File: config.mk
export PLATFORM = sky130hd
export DESIGN_NAME = lrc_ldo_regs
export DESIGN_NICKNAME = d
export VERILOG_FILES = /design/src/hw/lrc_pkg.sv /design/src/hw/lrc_channel.sv /design/src/hw/lrc_ldo_regs.sv
export SDC_FILE = /design/constraint.sdc
export NUM_CORES = 1
export LEC_CHECK = 0
export BUFFER_PORTS_ARGS = -buffer_cell sky130_fd_sc_hd__buf_2
export CAP_MARGIN = 20
export CORE_UTILIZATION = 46
export DETAILED_ROUTE_END_ITERATION = 16
export HOLD_SLACK_MARGIN = 0.03
export PLACE_DENSITY = 0.75
export SETUP_SLACK_MARGIN = 0.3
export SLEW_MARGIN = 20
export SYNTH_ARGS = -nofsm -noshare
export SYNTH_HDL_FRONTEND = slang
export SYNTH_SLANG_ARGS = --single-unit
export TNS_END_PERCENT = 1
File: constraint.sdc
create_clock -name clock -period 1 [get_ports clock]
set_input_delay 0.2 -clock clock [delete_from_list [all_inputs] [get_ports clock]]
set_output_delay 0.2 -clock clock [all_outputs]
set_load 0.01 [all_outputs]
File: src/hw/lrc_pkg.sv
// shared constants for the regulator control register bank
package lrc_pkg;

   // channel count and data widths
   localparam int LRC_NCH = 4;
   localparam int LRC_ADDR_W = 8;
   localparam int LRC_DATA_W = 8;
   localparam int LRC_VCODE_W = 6;

   // register offsets, channel a to d
   localparam logic [7:0] LRC_VOLT_OFS [LRC_NCH] = '{
      8'h50, 8'h58, 8'h60, 8'h68
   };
   localparam logic [7:0] LRC_CTRL_OFS [LRC_NCH] = '{
      8'h51, 8'h59, 8'h61, 8'h69
   };

   // control register field positions
   localparam int LRC_ON_BIT = 7;
   localparam int LRC_DIS_BIT = 2;
   localparam int LRC_FLT_BIT = 1;
   localparam int LRC_PG_BIT = 0;

   // voltage register field: code in the low bits
   localparam int LRC_VCODE_LSB = 0;

   // reset values
   localparam logic [5:0] LRC_VCODE_RST = 6'h00;
   localparam logic LRC_ON_RST = 1'b0;
   localparam logic LRC_DIS_RST = 1'b0;
   localparam logic LRC_FLT_RST = 1'b0;

   // read values of reserved bits and unmapped addresses
   localparam logic [1:0] LRC_VOLT_RSVD = 2'h0;
   localparam logic [3:0] LRC_CTRL_RSVD = 4'h0;
   localparam logic [7:0] LRC_UNMAPPED_RDATA = 8'h00;
   localparam logic [7:0] LRC_IDLE_RDATA = 8'h00;

endpackage

File: src/hw/lrc_channel.sv
// one regulator channel: voltage code, control bits and analog drives
`timescale 1ns/1ps
module lrc_channel
   import lrc_pkg::*;
(
   input wire logic clock, // system clock
   input wire logic rstn, // async reset, active low
   input wire logic volt_wr, // write to this channel's voltage register
   input wire logic ctrl_wr, // write to this channel's control register
   input wire logic [lrc_pkg::LRC_DATA_W-1:0] wdata, // write data
   input wire logic fault_in, // fault indication from the regulator
   output logic [5:0] vcode_r, // output_voltage_code
   output logic on_r, // regulator enable
   output logic dis_r, // shutdown_discharge_enable
   output logic flt_en_r, // fault_irq_enable
   output logic discharge_r, // discharge switch drive
   output logic fault_irq_r // gated fault interrupt request
);
   logic [5:0] vcode_nxt;
   logic on_nxt;
   logic dis_nxt;
   logic flt_en_nxt;
   logic discharge_nxt;
   logic fault_irq_nxt;

   always_comb begin
      vcode_nxt = vcode_r;
      on_nxt = on_r;
      dis_nxt = dis_r;
      flt_en_nxt = flt_en_r;
      if (volt_wr) begin
         // bits 7:6 are not stored, so writes there vanish
         vcode_nxt = wdata[LRC_VCODE_LSB +: LRC_VCODE_W];
      end
      if (ctrl_wr) begin
         on_nxt = wdata[LRC_ON_BIT];
         dis_nxt = wdata[LRC_DIS_BIT];
         flt_en_nxt = wdata[LRC_FLT_BIT];
      end
      // computed from the next values so the switch follows the write
      // in the same edge and never overlaps a freshly enabled output
      discharge_nxt = dis_nxt & ~on_nxt;
      fault_irq_nxt = fault_in & flt_en_nxt;
   end

   always_ff @(posedge clock or negedge rstn) begin
      if (!rstn) begin
         vcode_r <= LRC_VCODE_RST;
         on_r <= LRC_ON_RST;
         dis_r <= LRC_DIS_RST;
         flt_en_r <= LRC_FLT_RST;
         discharge_r <= 1'b0;
         fault_irq_r <= 1'b0;
      end else begin
         vcode_r <= vcode_nxt;
         on_r <= on_nxt;
         dis_r <= dis_nxt;
         flt_en_r <= flt_en_nxt;
         discharge_r <= discharge_nxt;
         fault_irq_r <= fault_irq_nxt;
      end
   end

endmodule

File: src/hw/lrc_ldo_regs.sv
// register bank for the low-dropout regulator channels
//
// Decided for this implementation: the address-and-strobe port.
`timescale 1ns/1ps

module lrc_ldo_regs
   import lrc_pkg::*;
#(
   parameter int NCH = LRC_NCH
)
(
   input wire logic clock, // system clock, 10 MHz
   input wire logic rstn, // async reset, active low
   input wire logic [lrc_pkg::LRC_ADDR_W-1:0] addr, // register byte address
   input wire logic [lrc_pkg::LRC_DATA_W-1:0] wdata, // write data
   input wire logic wr_stb, // one-cycle write strobe
   input wire logic rd_stb, // one-cycle read strobe
   output logic [lrc_pkg::LRC_DATA_W-1:0] rdata, // read data after rd_stb
   input wire logic [NCH-1:0] power_good, // regulator above threshold
   input wire logic [NCH-1:0] fault, // regulator fault level
   output logic [NCH-1:0][5:0] output_voltage_code, // voltage setting
   output logic [NCH-1:0] regulator_enable, // regulator on
   output logic [NCH-1:0] discharge_switch, // discharge resistor on
   output logic [NCH-1:0] fault_irq_req // masked fault request
);

   // reserved spans follow from the field layout around them
   localparam int VRSVD_LSB = LRC_VCODE_LSB + LRC_VCODE_W;
   localparam int VRSVD_W = $bits(LRC_VOLT_RSVD);
   localparam int CRSVD_LSB = LRC_DIS_BIT + 1;
   localparam int CRSVD_W = $bits(LRC_CTRL_RSVD);
   localparam int FLD_MAX = LRC_DATA_W - 1;

   // the offset table only covers four channels
   if (NCH < 1 || NCH > LRC_NCH) begin : g_nch_check
      $error("lrc_ldo_regs: NCH must be 1 to 4");
   end

   // ports and read views are laid out for byte-wide registers
   if (LRC_ADDR_W != 8 || LRC_DATA_W != 8) begin : g_width_check
      $error("lrc_ldo_regs: address and data must be 8 bits");
   end

   // the code ports are as wide as the stored code
   if (LRC_VCODE_W != $bits(LRC_VCODE_RST)) begin : g_vcode_check
      $error("lrc_ldo_regs: voltage code width mismatch");
   end

   // code and reserved bits together must fill the voltage byte
   if (VRSVD_LSB + VRSVD_W != LRC_DATA_W) begin : g_volt_layout
      $error("lrc_ldo_regs: voltage register layout does not fill a byte");
   end

   // the reserved control span must sit between discharge and enable
   if (CRSVD_LSB + CRSVD_W != LRC_ON_BIT) begin : g_ctrl_layout
      $error("lrc_ldo_regs: control reserved span is misplaced");
   end

   // every control field needs a bit inside the byte
   if (LRC_ON_BIT > FLD_MAX || LRC_DIS_BIT > FLD_MAX ||
       LRC_FLT_BIT > FLD_MAX || LRC_PG_BIT > FLD_MAX) begin : g_fld_range
      $error("lrc_ldo_regs: control field outside the byte");
   end

   // fault enable and status must stay below the reserved span
   if (LRC_FLT_BIT >= CRSVD_LSB || LRC_PG_BIT >= CRSVD_LSB) begin : g_fld_low
      $error("lrc_ldo_regs: control field inside the reserved span");
   end

   // two fields on one bit would let one write clobber the other
   if (LRC_ON_BIT == LRC_DIS_BIT || LRC_ON_BIT == LRC_FLT_BIT ||
       LRC_ON_BIT == LRC_PG_BIT || LRC_DIS_BIT == LRC_FLT_BIT ||
       LRC_DIS_BIT == LRC_PG_BIT || LRC_FLT_BIT == LRC_PG_BIT) begin : g_uniq
      $error("lrc_ldo_regs: control fields share a bit");
   end

   // two registers on one address would make writes hit both and
   // break the one-hot read select below
   for (genvar ga = 0; ga < LRC_NCH; ga++) begin : g_ofs_a
      for (genvar gb = 0; gb < LRC_NCH; gb++) begin : g_ofs_b
         if (LRC_VOLT_OFS[ga] == LRC_CTRL_OFS[gb]) begin : g_mix
            $error("lrc_ldo_regs: voltage and control offsets overlap");
         end
         if (ga < gb && LRC_VOLT_OFS[ga] == LRC_VOLT_OFS[gb]) begin : g_vdup
            $error("lrc_ldo_regs: two voltage registers share an offset");
         end
         if (ga < gb && LRC_CTRL_OFS[ga] == LRC_CTRL_OFS[gb]) begin : g_cdup
            $error("lrc_ldo_regs: two control registers share an offset");
         end
      end
   end

   logic [NCH-1:0] volt_hit;
   logic [NCH-1:0] ctrl_hit;
   logic [NCH-1:0] volt_wr;
   logic [NCH-1:0] ctrl_wr;
   logic [NCH-1:0][5:0] vcode;
   logic [NCH-1:0] on;
   logic [NCH-1:0] dis;
   logic [NCH-1:0] flt_en;
   logic [7:0] rdata_r;
   logic [7:0] rdata_nxt;
   logic [NCH-1:0][7:0] volt_view;
   logic [NCH-1:0][7:0] ctrl_view;
   logic any_hit;
   logic [7:0] rd_sel;

   // address decode: one hit per register
   always_comb begin
      any_hit = 1'b0;
      for (int i = 0; i < NCH; i++) begin
         volt_hit[i] = (addr == LRC_VOLT_OFS[i]);
         ctrl_hit[i] = (addr == LRC_CTRL_OFS[i]);
         volt_wr[i] = wr_stb & volt_hit[i];
         ctrl_wr[i] = wr_stb & ctrl_hit[i];
         any_hit = any_hit | volt_hit[i] | ctrl_hit[i];
      end
   end

   for (genvar g = 0; g < NCH; g++) begin : g_ch
      lrc_channel u_ch (
         .clock(clock),
         .rstn(rstn),
         .volt_wr(volt_wr[g]),
         .ctrl_wr(ctrl_wr[g]),
         .wdata(wdata),
         .fault_in(fault[g]),
         .vcode_r(vcode[g]),
         .on_r(on[g]),
         .dis_r(dis[g]),
         .flt_en_r(flt_en[g]),
         .discharge_r(discharge_switch[g]),
         .fault_irq_r(fault_irq_req[g])
      );
   end

   // software view of each register: fields go to their package bit
   // positions and the reserved spans read their fixed value
   always_comb begin
      volt_view = '0;
      ctrl_view = '0;
      for (int i = 0; i < NCH; i++) begin
         volt_view[i][LRC_VCODE_LSB +: LRC_VCODE_W] = vcode[i];
         volt_view[i][VRSVD_LSB +: VRSVD_W] = LRC_VOLT_RSVD;
         ctrl_view[i][LRC_ON_BIT] = on[i];
         ctrl_view[i][CRSVD_LSB +: CRSVD_W] = LRC_CTRL_RSVD;
         ctrl_view[i][LRC_DIS_BIT] = dis[i];
         ctrl_view[i][LRC_FLT_BIT] = flt_en[i];
         // status comes from the pin, so no stored copy can go stale
         ctrl_view[i][LRC_PG_BIT] = power_good[i];
      end
   end

   // the decode is one-hot, so an and-or select replaces a priority
   // chain; read data stands only in the cycle after the strobe, and an
   // unmapped address answers a fixed value rather than stale data
   always_comb begin
      rd_sel = '0;
      for (int i = 0; i < NCH; i++) begin
         rd_sel = rd_sel | ({8{volt_hit[i]}} & volt_view[i]);
         rd_sel = rd_sel | ({8{ctrl_hit[i]}} & ctrl_view[i]);
      end
      rdata_nxt = LRC_IDLE_RDATA;
      if (rd_stb) begin
         rdata_nxt = any_hit ? rd_sel : LRC_UNMAPPED_RDATA;
      end
   end

   always_ff @(posedge clock or negedge rstn) begin
      if (!rstn) begin
         rdata_r <= LRC_IDLE_RDATA;
      end else begin
         rdata_r <= rdata_nxt;
      end
   end

   assign rdata = rdata_r;
   assign output_voltage_code = vcode;
   assign regulator_enable = on;

endmodule

==> metrics.md, run 1 <==
| Metric | Value |
|---|---|
| Synth Net Count | 207 |
| Total number of nets in the final design | 325 |
| Total wirelength of the detailed-routed design | 6290 µm |
| Dominant combinational cell family by area after synthesis | multiplexers |
| Top cells by area, synth | sky130_fd_sc_hd__dfrtp_1 52%, sky130_fd_sc_hd__mux2_2 15%, sky130_fd_sc_hd__mux2_1 5.0% |
| Post-detailed-route count of antenna-violating nets | 0 |
| Area of the multi-input gates | 0.00117 mm² |
| Mux share of post-synthesis cell area | 23.0% |
| Filler cells | 362 |
| CTS tree | built |
| Overall routing resource usage | 23.1% |
| Synthesis-stage register bit count | 51 |
| Area growth from synthesis to layout | 51.2% |
| Area of the mapped netlist | 0.00246 mm² |
| Boundary pin count | 72 |
| Fraction of registers with async set/reset | 100% |
| Count of input and output buffers | 69 |
| DR iter-0 viols | 115 |
| Aggregate global routing overflow | 0 |
| Final setup violation count | 76 |
| Yosys top cell by area | sky130_fd_sc_hd__dfrtp_1 |
| Average instance area after synthesis | 13.7 µm² |
| Global-route wire length before repair | 9540 µm |
| Startpoint Class | flip-flop |
| Setup repair after global routing missed its margin | true |
| LEAKAGE | 1.88 nW |
| Fraction of layout cells with a size suffix above 1 | 66.8% |
| Number of distinct library cell variants in the gate-level netlist after synthesis | 34 |
| CTS Buf Count | 5 |
| Post-Synth XOR/XNOR Area | 0% |
| Area share of the largest cell type after synthesis | 52.0% |
| Critical Path Sink Type | primary output |
| Detailed-route vias per instance | 5.26 |
| WP data arrival | 0.95 ns |
| Detailed placement HPWL | 4330 µm |
| Total of warnings raised by yosys | 0 |
| Last weighted congestion value of the routability-driven placer | 0.889 |
| Maximum number of pins on one net before global-route repair | 52 |
| FF/Latch Area | 0.00128 mm² |
| Clock Tree Buf Depth | 2 |
| Sequential element share of the synthesized area | 52.0% |
| Most common library cells after synthesis | 51 x sky130_fd_sc_hd__dfrtp_1, 32 x sky130_fd_sc_hd__mux2_2, 15 x sky130_fd_sc_hd__buf_4, 11 x sky130_fd_sc_hd__mux2_1, 7 x sky130_fd_sc_hd__a22oi_1 |
| Cell with the most instances after synthesis | sky130_fd_sc_hd__dfrtp_1 |
| Initial Utilization | 47.8% |
| Number of global-route vias before repair | 1919 |
| Antenna diode instance count | 0 |
| DRC violation count after routing | 0 |
| Worst Skew | 0.00524 ns |
| First-pass DRT Iterations | 4 |
| Number of flops mapped to enable cells by yosys | 0 |
| Antenna violations before repair | 0 |
| Worst hold path type | in -> async |
| Status | finished with violations |
| Final-report max-slew violation count | 0 |
| CP Class | reg -> out |
| Largest driver fanout on the critical path | 2 |
| Via Count | 1937 |
| Fin util | 72.2% |
| Compound-Gate Fraction of Synth Area | 8.66% |
| CTS root buffer | sky130_fd_sc_hd__clkbuf_8 |
| Minimum period implied by the final worst setup slack | 1.15 ns |
| H-tree levels | 2 |
| Total chip power | 4.57 mW |
| Sink count of the clock tree | 51 |
| Die Footprint | 0.00564 mm² |
| Cell area power density | 1230 mW/mm² |
| Worst vdd ir | 0.812 mV |
| Post-CTS clock slew at the launch and capture registers of the worst setup and hold paths | 0.10 ns |
| Detail-routed net length per standard cell | 17.1 µm |
| Die outline height | 75.1 µm |
| Core region area | 0.00514 mm² |
| Syn Inst Count | 179 |
| Final WS setup | -0.152 ns |
| Timing-limited maximum frequency | 868 MHz |
| Adder and majority cell fraction of the synthesized area | 0% |
| Max Cap Viol | 0 |
| Simple logic cell fraction of the synthesized area | 10.7% |
| Clock Latency Late Sink | 0.30 ns |
| Required time reported for the critical path endpoint | 0.80 ns |
| Floorplan row count | 26 |
| Post-synth top flop | sky130_fd_sc_hd__dfrtp_1 |
| Share of the clock period used by the worst path | 115% |
| X dimension of the die | 75.1 µm |
| Violated checks | setup timing |
| Final Hold Vio Count | 0 |
-- metrics by stage --
step / hold slack, ns / std cells / instance area [µm²] / worst slack [ns] / setup TNS [ns]
4_1_cts: 0.100 / 366 / 3610 / -0.149 / -5.76
3_5_place_dp: 0.209 / 350 / 3170 / -0.579 / -23.42
5_1_grt: 0.0977 / 368 / 3710 / -0.184 / -9.02
6_report: 0.0487 / 368 / 3710 / -0.152 / -6.46
2_1_floorplan: -0.0956 / 179 / 2480 / -0.367 / -10.65
3_3_place_gp: 0.207 / 350 / 3170 / -0.578 / -22.23
-- report_power, final --
group          internal [mW]  switching (mW)  total, mW
registers               2.14          0.0582       2.20
clock network          0.998           0.687       1.69
logic                  0.381           0.306      0.687
-- per-layer routing --
metal,track usage [%],wire length [µm],vias to the layer above
li1,-,-,886
met1,31.6,2730,975
met2,38.0,3180,67
met3,4.42,301,9
met4,5.87,85,0
met5,0,0,-
-- final timing paths --
kind	startpoint	to	slack, ns	cells after the start
setup / recovery	g_ch[3].u_ch.on_r	regulator_enable[3]	-0.15	2
hold / removal	rstn	g_ch[2].u_ch.dis_r	0.05	3
setup reg to reg	g_ch[1].u_ch.vcode_r[1]	rdata[1]	-0.15	4
hold reg to reg	g_ch[0].u_ch.flt_en_r	g_ch[0].u_ch.flt_en_r	0.55	1
max in group asynchronous	rstn	rdata[4]	0.71	3
min in group clock	fault[2]	g_ch[2].u_ch.fault_irq_r	0.10	2
-- cells in the final DEF, fill, tap and decap left out, types with 4 or more instances in the layout --
master	n
sky130_fd_sc_hd__a22oi_1	6
sky130_fd_sc_hd__buf_6	39
sky130_fd_sc_hd__clkbuf_8	5
sky130_fd_sc_hd__a221oi_1	4
sky130_fd_sc_hd__mux2_1	10
sky130_fd_sc_hd__buf_4	44
sky130_fd_sc_hd__buf_2	44
sky130_fd_sc_hd__mux2i_1	5
sky130_fd_sc_hd__mux2_2	28
sky130_fd_sc_hd__dfrtp_1	51
sky130_fd_sc_hd__nand3_2	4
sky130_fd_sc_hd__mux2_4	7
-- timing repair --
item,4_1_cts,5_1_grt
endpoints found under the hold margin,51,0
resized for setup,55,15
hold buffers,1,0
pin swaps,5,8
buffers inserted,7,2
endpoints found under the setup margin,94,145
-- cell families after synthesis --
family	after synthesis
AOI/OAI and AO/OA	24
buffers and inverters	20
DFF	51
muxes	50
other	1
and+or+nand+nor	33
-- layout make-up --
cell class / count / area share, %
Timing Repair Buffer: 130 / 27.9
Tap cell: 70 / 2.36
Clock buffer: 5 / 1.85
Sequential cell: 51 / 34.4
Inverter: 1 / 0.101
Clock inverter: 3 / 1.82
Multi-Input combinational cell: 108 / 31.6
-- critical path, stage by stage, from the launching register on --
cell	delay [ns]
sky130_fd_sc_hd__dfrtp_1	0.42
sky130_fd_sc_hd__buf_6	0.13
sky130_fd_sc_hd__buf_6	0.11
-- registers in the layout (all words and copies together), names as in the netlist --
signal,cells
rdata,7
g_ch.u_ch.dis_r,4
g_ch.u_ch.fault_irq_r,4
g_ch.u_ch.discharge_r,4
g_ch.u_ch.flt_en_r,4
g_ch.u_ch.on_r,4
g_ch.u_ch.vcode_r,24
No activity file was read; power rests on OpenSTA's default activity.
==> run 2: changes to the inputs <==
--- a/config.mk
+++ b/config.mk
@@ -5,15 +5,14 @@
 export SDC_FILE = /design/constraint.sdc
 export NUM_CORES = 1
 export LEC_CHECK = 0
-export BUFFER_PORTS_ARGS = -buffer_cell sky130_fd_sc_hd__buf_2
+export BUFFER_PORTS_ARGS = -buffer_cell sky130_fd_sc_hd__clkbuf_2
 export CAP_MARGIN = 20
 export CORE_UTILIZATION = 46
 export DETAILED_ROUTE_END_ITERATION = 16
 export HOLD_SLACK_MARGIN = 0.03
 export PLACE_DENSITY = 0.75
-export SETUP_SLACK_MARGIN = 0.3
+export SETUP_SLACK_MARGIN = 0.5
 export SLEW_MARGIN = 20
 export SYNTH_ARGS = -nofsm -noshare
 export SYNTH_HDL_FRONTEND = slang
 export SYNTH_SLANG_ARGS = --single-unit
-export TNS_END_PERCENT = 1
==> run 2 against run 1 <==
Against the previous run: the run ends with hold timing, setup timing left; cell count up 5.4%; worst setup slack lost 0.092 ns; critical path depth up 5; global-route usage is 1.7 points higher; critical endpoint is now rdata[7]; largest cell class is now multi-input gates.
==> metrics.md, run 2 (synthesized netlist as in run 1, its figures left out) <==
| Metric | Value |
|---|---|
| Status | finished with violations |
| Violated checks | hold timing, setup timing |
| First-pass DRT Iterations | 4 |
| Detailed-route vias per instance | 5.29 |
| Last weighted congestion value of the routability-driven placer | 0.888 |
| WP data arrival | 1.42 ns |
| Maximum number of pins on one net before global-route repair | 52 |
| Share of the clock period used by the worst path | 124% |
| Post-detailed-route count of antenna-violating nets | 0 |
| Aggregate global routing overflow | 0 |
| Origin of the critical flop-to-flop path | g_ch[1].u_ch.vcode_r[0] |
| Total number of nets in the final design | 345 |
| Fraction of layout cells with a size suffix above 1 | 75.2% |
| Worst hold path type | in -> async |
| Global routing usage on met1 | 30.9% |
| Post-CTS clock slew at the launch and capture registers of the worst setup and hold paths | 0.09 ns |
| Clock group share of total power | 32.6% |
| DR iter-0 viols | 66 |
| Final WS setup | -0.244 ns |
| Gate power share | 18.4% |
| Layout Cell Area excl Fill | 0.00402 mm² |
| Via Count | 2054 |
| Startpoint Class | input pin |
| Max FFs per register | 24 |
| Overall routing resource usage | 24.8% |
| Floorplan row count | 26 |
| Detail-routed net length per standard cell | 18.5 µm |
| X dimension of the die | 75.1 µm |
| Cell area power density | 1120 mW/mm² |
| Final-report max-slew violation count | 0 |
| Required time reported for the critical path endpoint | 1.18 ns |
| Non-filler cells in the finished layout | 388 |
| Initial Utilization | 47.8% |
| Die outline height | 75.1 µm |
| Die Footprint | 0.00564 mm² |
| Net switching share of the total power | 25.2% |
| Count of input and output buffers | 69 |
| H-tree levels | 2 |
| Total cell area at the placement stage | 0.00316 mm² |
| Top library cells by usage in the layout, fill and taps aside | 51 x sky130_fd_sc_hd__dfrtp_1, 51 x sky130_fd_sc_hd__clkbuf_2, 50 x sky130_fd_sc_hd__buf_6 |
| CTS Buf Count | 5 |
| Net switching component of the power | 1.13 mW |
| Antenna diode instance count | 0 |
| Flop pwr share | 49.0% |
| Number of global-route vias before repair | 2015 |
| Critical Path Sink Type | flip-flop |
| Top register by number of flip-flops | g_ch.u_ch.vcode_r |
| Placement Setup Slack | -0.561 ns |
| Largest driver fanout on the critical path | 6 |
| DRC violation count after routing | 0 |
| Total wirelength of the detailed-routed design | 7180 µm |
| GR met2 Demand/Resource | 42.1% |
| Setup repair after global routing missed its margin | true |
| CTS root buffer | sky130_fd_sc_hd__clkbuf_8 |
| FF/Latch Area | 0.00128 mm² |
| Clock Tree Buf Depth | 2 |
| Detailed placement HPWL | 4180 µm |
| Clock Latency Late Sink | 0.31 ns |
| Final hold slack | -0.138 ns |
| Boundary pin count | 72 |
| Worst vdd ir | 0.926 mV |
| Sink count of the clock tree | 51 |
| Worst Skew | 0.0100 ns |
| CTS tree | built |
| Area of the multi-input gates | 0.00131 mm² |
| Global-route wire length before repair | 10000 µm |
| Cell internal pwr | 3.35 mW |
| Timing-limited maximum frequency | 804 MHz |
| Area growth from synthesis to layout | 63.5% |
| Minimum period implied by the final worst setup slack | 1.24 ns |
| Antenna violations before repair | 0 |
| Final setup violation count | 79 |
| Layer carrying the most global-route usage | met2 |
| M3 GR Usage | 5.49% |
| CP Launch Point | addr[5] |
| Core region area | 0.00514 mm² |
| Total chip power | 4.48 mW |
| Filler cells | 301 |
| Cell count after placement | 343 |
| Final Hold Vio Count | 51 |
| CP Class | in -> reg |
| Max Cap Viol | 0 |
| LEAKAGE | 2.07 nW |
## run 2: cell count changes in the layout (fill, tap and decap cells not counted), sizes merged
cell / delta
clkbuf: +51
buf: -30
clkinv: +2
bufinv: -1
clkinvlp: -1
dlymetal6s4s: -1
## run 2: power by group through the flow
stage | Sequential [mW] | Combinational (mW) | Clock (mW)
final | 2.20 | 0.824 | 1.46
after global routing | 2.21 | 0.879 | 1.56
after CTS | 2.19 | 0.687 | 1.48
after detailed placement | 2.23 | 0.565 | 0
after global placement | 2.23 | 0.556 | 0
after floorplan | 2.25 | 0.267 | 0
## run 2: stage by stage
stage	util (%)	hold WS, ns	setup TNS, ns
3_5_place_dp	61.5	0.216	-22.89
3_3_place_gp	61.5	0.216	-21.45
2_1_floorplan	-	-0.0956	-10.22
5_1_grt	78.1	-0.114	-9.90
6_report	78.1	-0.138	-7.74
4_1_cts	71.4	-0.128	-7.36
## run 2: per-layer routing
layer	routed length, µm	vias to the layer above
met5	0	-
met2	3790	57
met4	102	0
met1	3040	1055
met3	245	12
li1	-	930
## run 2: timing repair
item	CTS	global route
pin swaps	13	18
setup buffers	27	10
resized for setup	47	73
setup endpoints to repair	94	94
cloned	0	0
endpoints found under the hold margin	51	51
## run 2: layout make-up
class / instances / share of cell area (%)
clock buffer: 5 / 1.71
timing repair buffer: 150 / 30.4
inverter: 1 / 0.0935
sequential: 51 / 31.8
clock inverter: 3 / 1.09
tap: 70 / 2.18
multi-input combinational: 108 / 32.7
## run 2: final timing paths
check,end,slack (ns),depth (start not counted)
min in group clock,g_ch[2].u_ch.fault_irq_r,0.12,2
max in group asynchronous,g_ch[0].u_ch.fault_irq_r,0.90,2
min,rdata[7],-0.14,2
min reg2reg,g_ch[2].u_ch.flt_en_r,0.55,1
max reg2reg,rdata[0],-0.18,4
max,rdata[7],-0.24,7
## run 2: critical path, stage by stage
cell,delay [ns]
sky130_fd_sc_hd__buf_6,0.07
sky130_fd_sc_hd__buf_6,0.09
sky130_fd_sc_hd__and4bb_2,0.32
sky130_fd_sc_hd__buf_6,0.16
sky130_fd_sc_hd__o211ai_4,0.14
sky130_fd_sc_hd__buf_6,0.16
sky130_fd_sc_hd__a2111oi_2,0.28
==> run 3: changes to the inputs <==
--- a/config.mk
+++ b/config.mk
@@ -10,6 +10,7 @@
 export CORE_UTILIZATION = 46
 export DETAILED_ROUTE_END_ITERATION = 16
 export HOLD_SLACK_MARGIN = 0.03
+export MAX_ROUTING_LAYER = met4
 export PLACE_DENSITY = 0.75
 export SETUP_SLACK_MARGIN = 0.5
 export SLEW_MARGIN = 20
==> run 3 against run 2 <==
Against the previous run: the flow still finishes with violations (hold timing, setup timing); core utilization stayed put; global-route usage is 0.79 points higher; wire length hardly changed; combinational power hardly changed; largest power group unchanged; highest routed layer unchanged.
==> metrics.md, run 3 (synthesized netlist as in run 1, its figures left out) <==
| Metric | Value |
|---|---|
| Detail-routed net length per standard cell | 18.5 µm |
| Overall routing resource usage | 25.6% |
| CTS root buffer | sky130_fd_sc_hd__clkbuf_8 |
| Number of global-route vias before repair | 2018 |
| Cell area power density | 1120 mW/mm² |
| Final Hold Vio Count | 51 |
| Total number of nets in the final design | 345 |
| Minimum period implied by the final worst setup slack | 1.25 ns |
| Total chip power | 4.49 mW |
| Worst hold path type | in -> async |
| Critical Path Sink Type | flip-flop |
| Clock Tree Buf Depth | 2 |
| DR iter-0 viols | 75 |
| Sink count of the clock tree | 51 |
| Startpoint Class | input pin |
| Initial Utilization | 47.8% |
| Fin util | 78.1% |
| Top register by number of flip-flops | g_ch.u_ch.vcode_r |
| Worst-case reg-to-reg path depth | 4 |
| Final WS setup | -0.247 ns |
| Core region area | 0.00514 mm² |
| Post-detailed-route count of antenna-violating nets | 0 |
| Maximum number of pins on one net before global-route repair | 52 |
| Last weighted congestion value of the routability-driven placer | 0.903 |
| Die outline height | 75.1 µm |
| Filler cells | 301 |
| Aggregate global routing overflow | 0 |
| Share of the clock period used by the worst path | 125% |
| Status | finished with violations |
| LEAKAGE | 2.07 nW |
| Area of the multi-input gates | 0.00131 mm² |
| First-pass DRT Iterations | 4 |
| Violated checks | hold timing, setup timing |
| Die Footprint | 0.00564 mm² |
| FF/Latch Area | 0.00128 mm² |
| Antenna diode instance count | 0 |
| X dimension of the die | 75.1 µm |
| Final setup violation count | 79 |
| Fraction of layout cells with a size suffix above 1 | 75.2% |
| Worst vdd ir | 0.928 mV |
| Antenna violations before repair | 0 |
| Boundary pin count | 72 |
| Via Count | 2055 |
| Clock Latency Late Sink | 0.31 ns |
| Largest driver fanout on the critical path | 6 |
| Max FFs per register | 24 |
| Final-report max-slew violation count | 0 |
| Count of input and output buffers | 69 |
| Detailed placement HPWL | 4180 µm |
| Global-route wire length before repair | 10000 µm |
| CTS tree | built |
| Area growth from synthesis to layout | 63.5% |
| Post-CTS clock slew at the launch and capture registers of the worst setup and hold paths | 0.09 ns |
| CTS Buf Count | 5 |
| Required time reported for the critical path endpoint | 1.18 ns |
| Timing-limited maximum frequency | 802 MHz |
| Total wirelength of the detailed-routed design | 7180 µm |
| Detailed-route vias per instance | 5.30 |
| Worst Skew | 0.0110 ns |
| H-tree levels | 2 |
| DRC violation count after routing | 0 |
| Max Cap Viol | 0 |
| Final hold slack | -0.142 ns |
| WP data arrival | 1.43 ns |
| Top library cells by usage in the layout, fill and taps aside | 51 x sky130_fd_sc_hd__dfrtp_1, 51 x sky130_fd_sc_hd__clkbuf_2, 50 x sky130_fd_sc_hd__buf_6 |
| Floorplan row count | 26 |
| CP Class | in -> reg |
| Setup repair after global routing missed its margin | true |
run 3: cell counts in the layout (fill, tap and decap cells not counted):
No cell type changed its count.
run 3: layout make-up:
cell class / count / area share (%)
clock buffer: 5 / 1.71
clock inverter: 3 / 1.09
multi-input combinational: 108 / 32.7
timing repair buffer: 150 / 30.4
tap: 70 / 2.18
inverter: 1 / 0.0935
sequential: 51 / 31.8
run 3: worst max-delay path, stage by stage:
cell,delay (ns)
sky130_fd_sc_hd__buf_6,0.07
sky130_fd_sc_hd__buf_6,0.09
sky130_fd_sc_hd__and4bb_2,0.32
sky130_fd_sc_hd__buf_6,0.16
sky130_fd_sc_hd__o211ai_4,0.14
sky130_fd_sc_hd__buf_6,0.16
sky130_fd_sc_hd__a2111oi_2,0.28
run 3: metal layers:
metal  track usage [%]  wire length [µm]
met3              4.95               286
met4              9.43               102
met5                 -                 0
met2              42.1              3770
met1              31.3              3020
run 3: through the flow:
stage                     setup TNS [ns]  instances  instance area, µm²  setup slack [ns]  hold WS [ns]
after global placement            -21.45        343                3160            -0.525         0.216
after detailed placement          -22.89        343                3160            -0.561         0.216
after CTS                          -7.36        378                3670            -0.196        -0.128
after floorplan                   -10.22        179                2580            -0.365       -0.0956
final                              -7.79        388                4020            -0.247        -0.142
after global routing               -9.90        388                4020            -0.234        -0.114
run 3: final timing paths:
check	from	endpoint	slack (ns)
min in group clock	fault[2]	g_ch[2].u_ch.fault_irq_r	0.12
worst max register to register	g_ch[1].u_ch.vcode_r[0]	rdata[0]	-0.18
max in group asynchronous	rstn	g_ch[0].u_ch.fault_irq_r	0.90
worst min-delay path	rstn	rdata[7]	-0.14
worst max-delay path	addr[5]	rdata[7]	-0.25
worst min register to register	g_ch[2].u_ch.flt_en_r	g_ch[2].u_ch.flt_en_r	0.55
run 3: report_power, final:
part           switching (mW)  leakage (nW)  internal (mW)
logic                   0.358          1.31          0.466
clock network           0.721        0.0581          0.746
registers              0.0536         0.705           2.14
total                    1.13          2.07           3.35
run 3: timing repair:
action,in CTS,in global routing
endpoints found under the setup margin,94,94
setup buffers,27,10
pin swaps,13,18
resized for setup,47,73
hold endpoints to repair,51,51
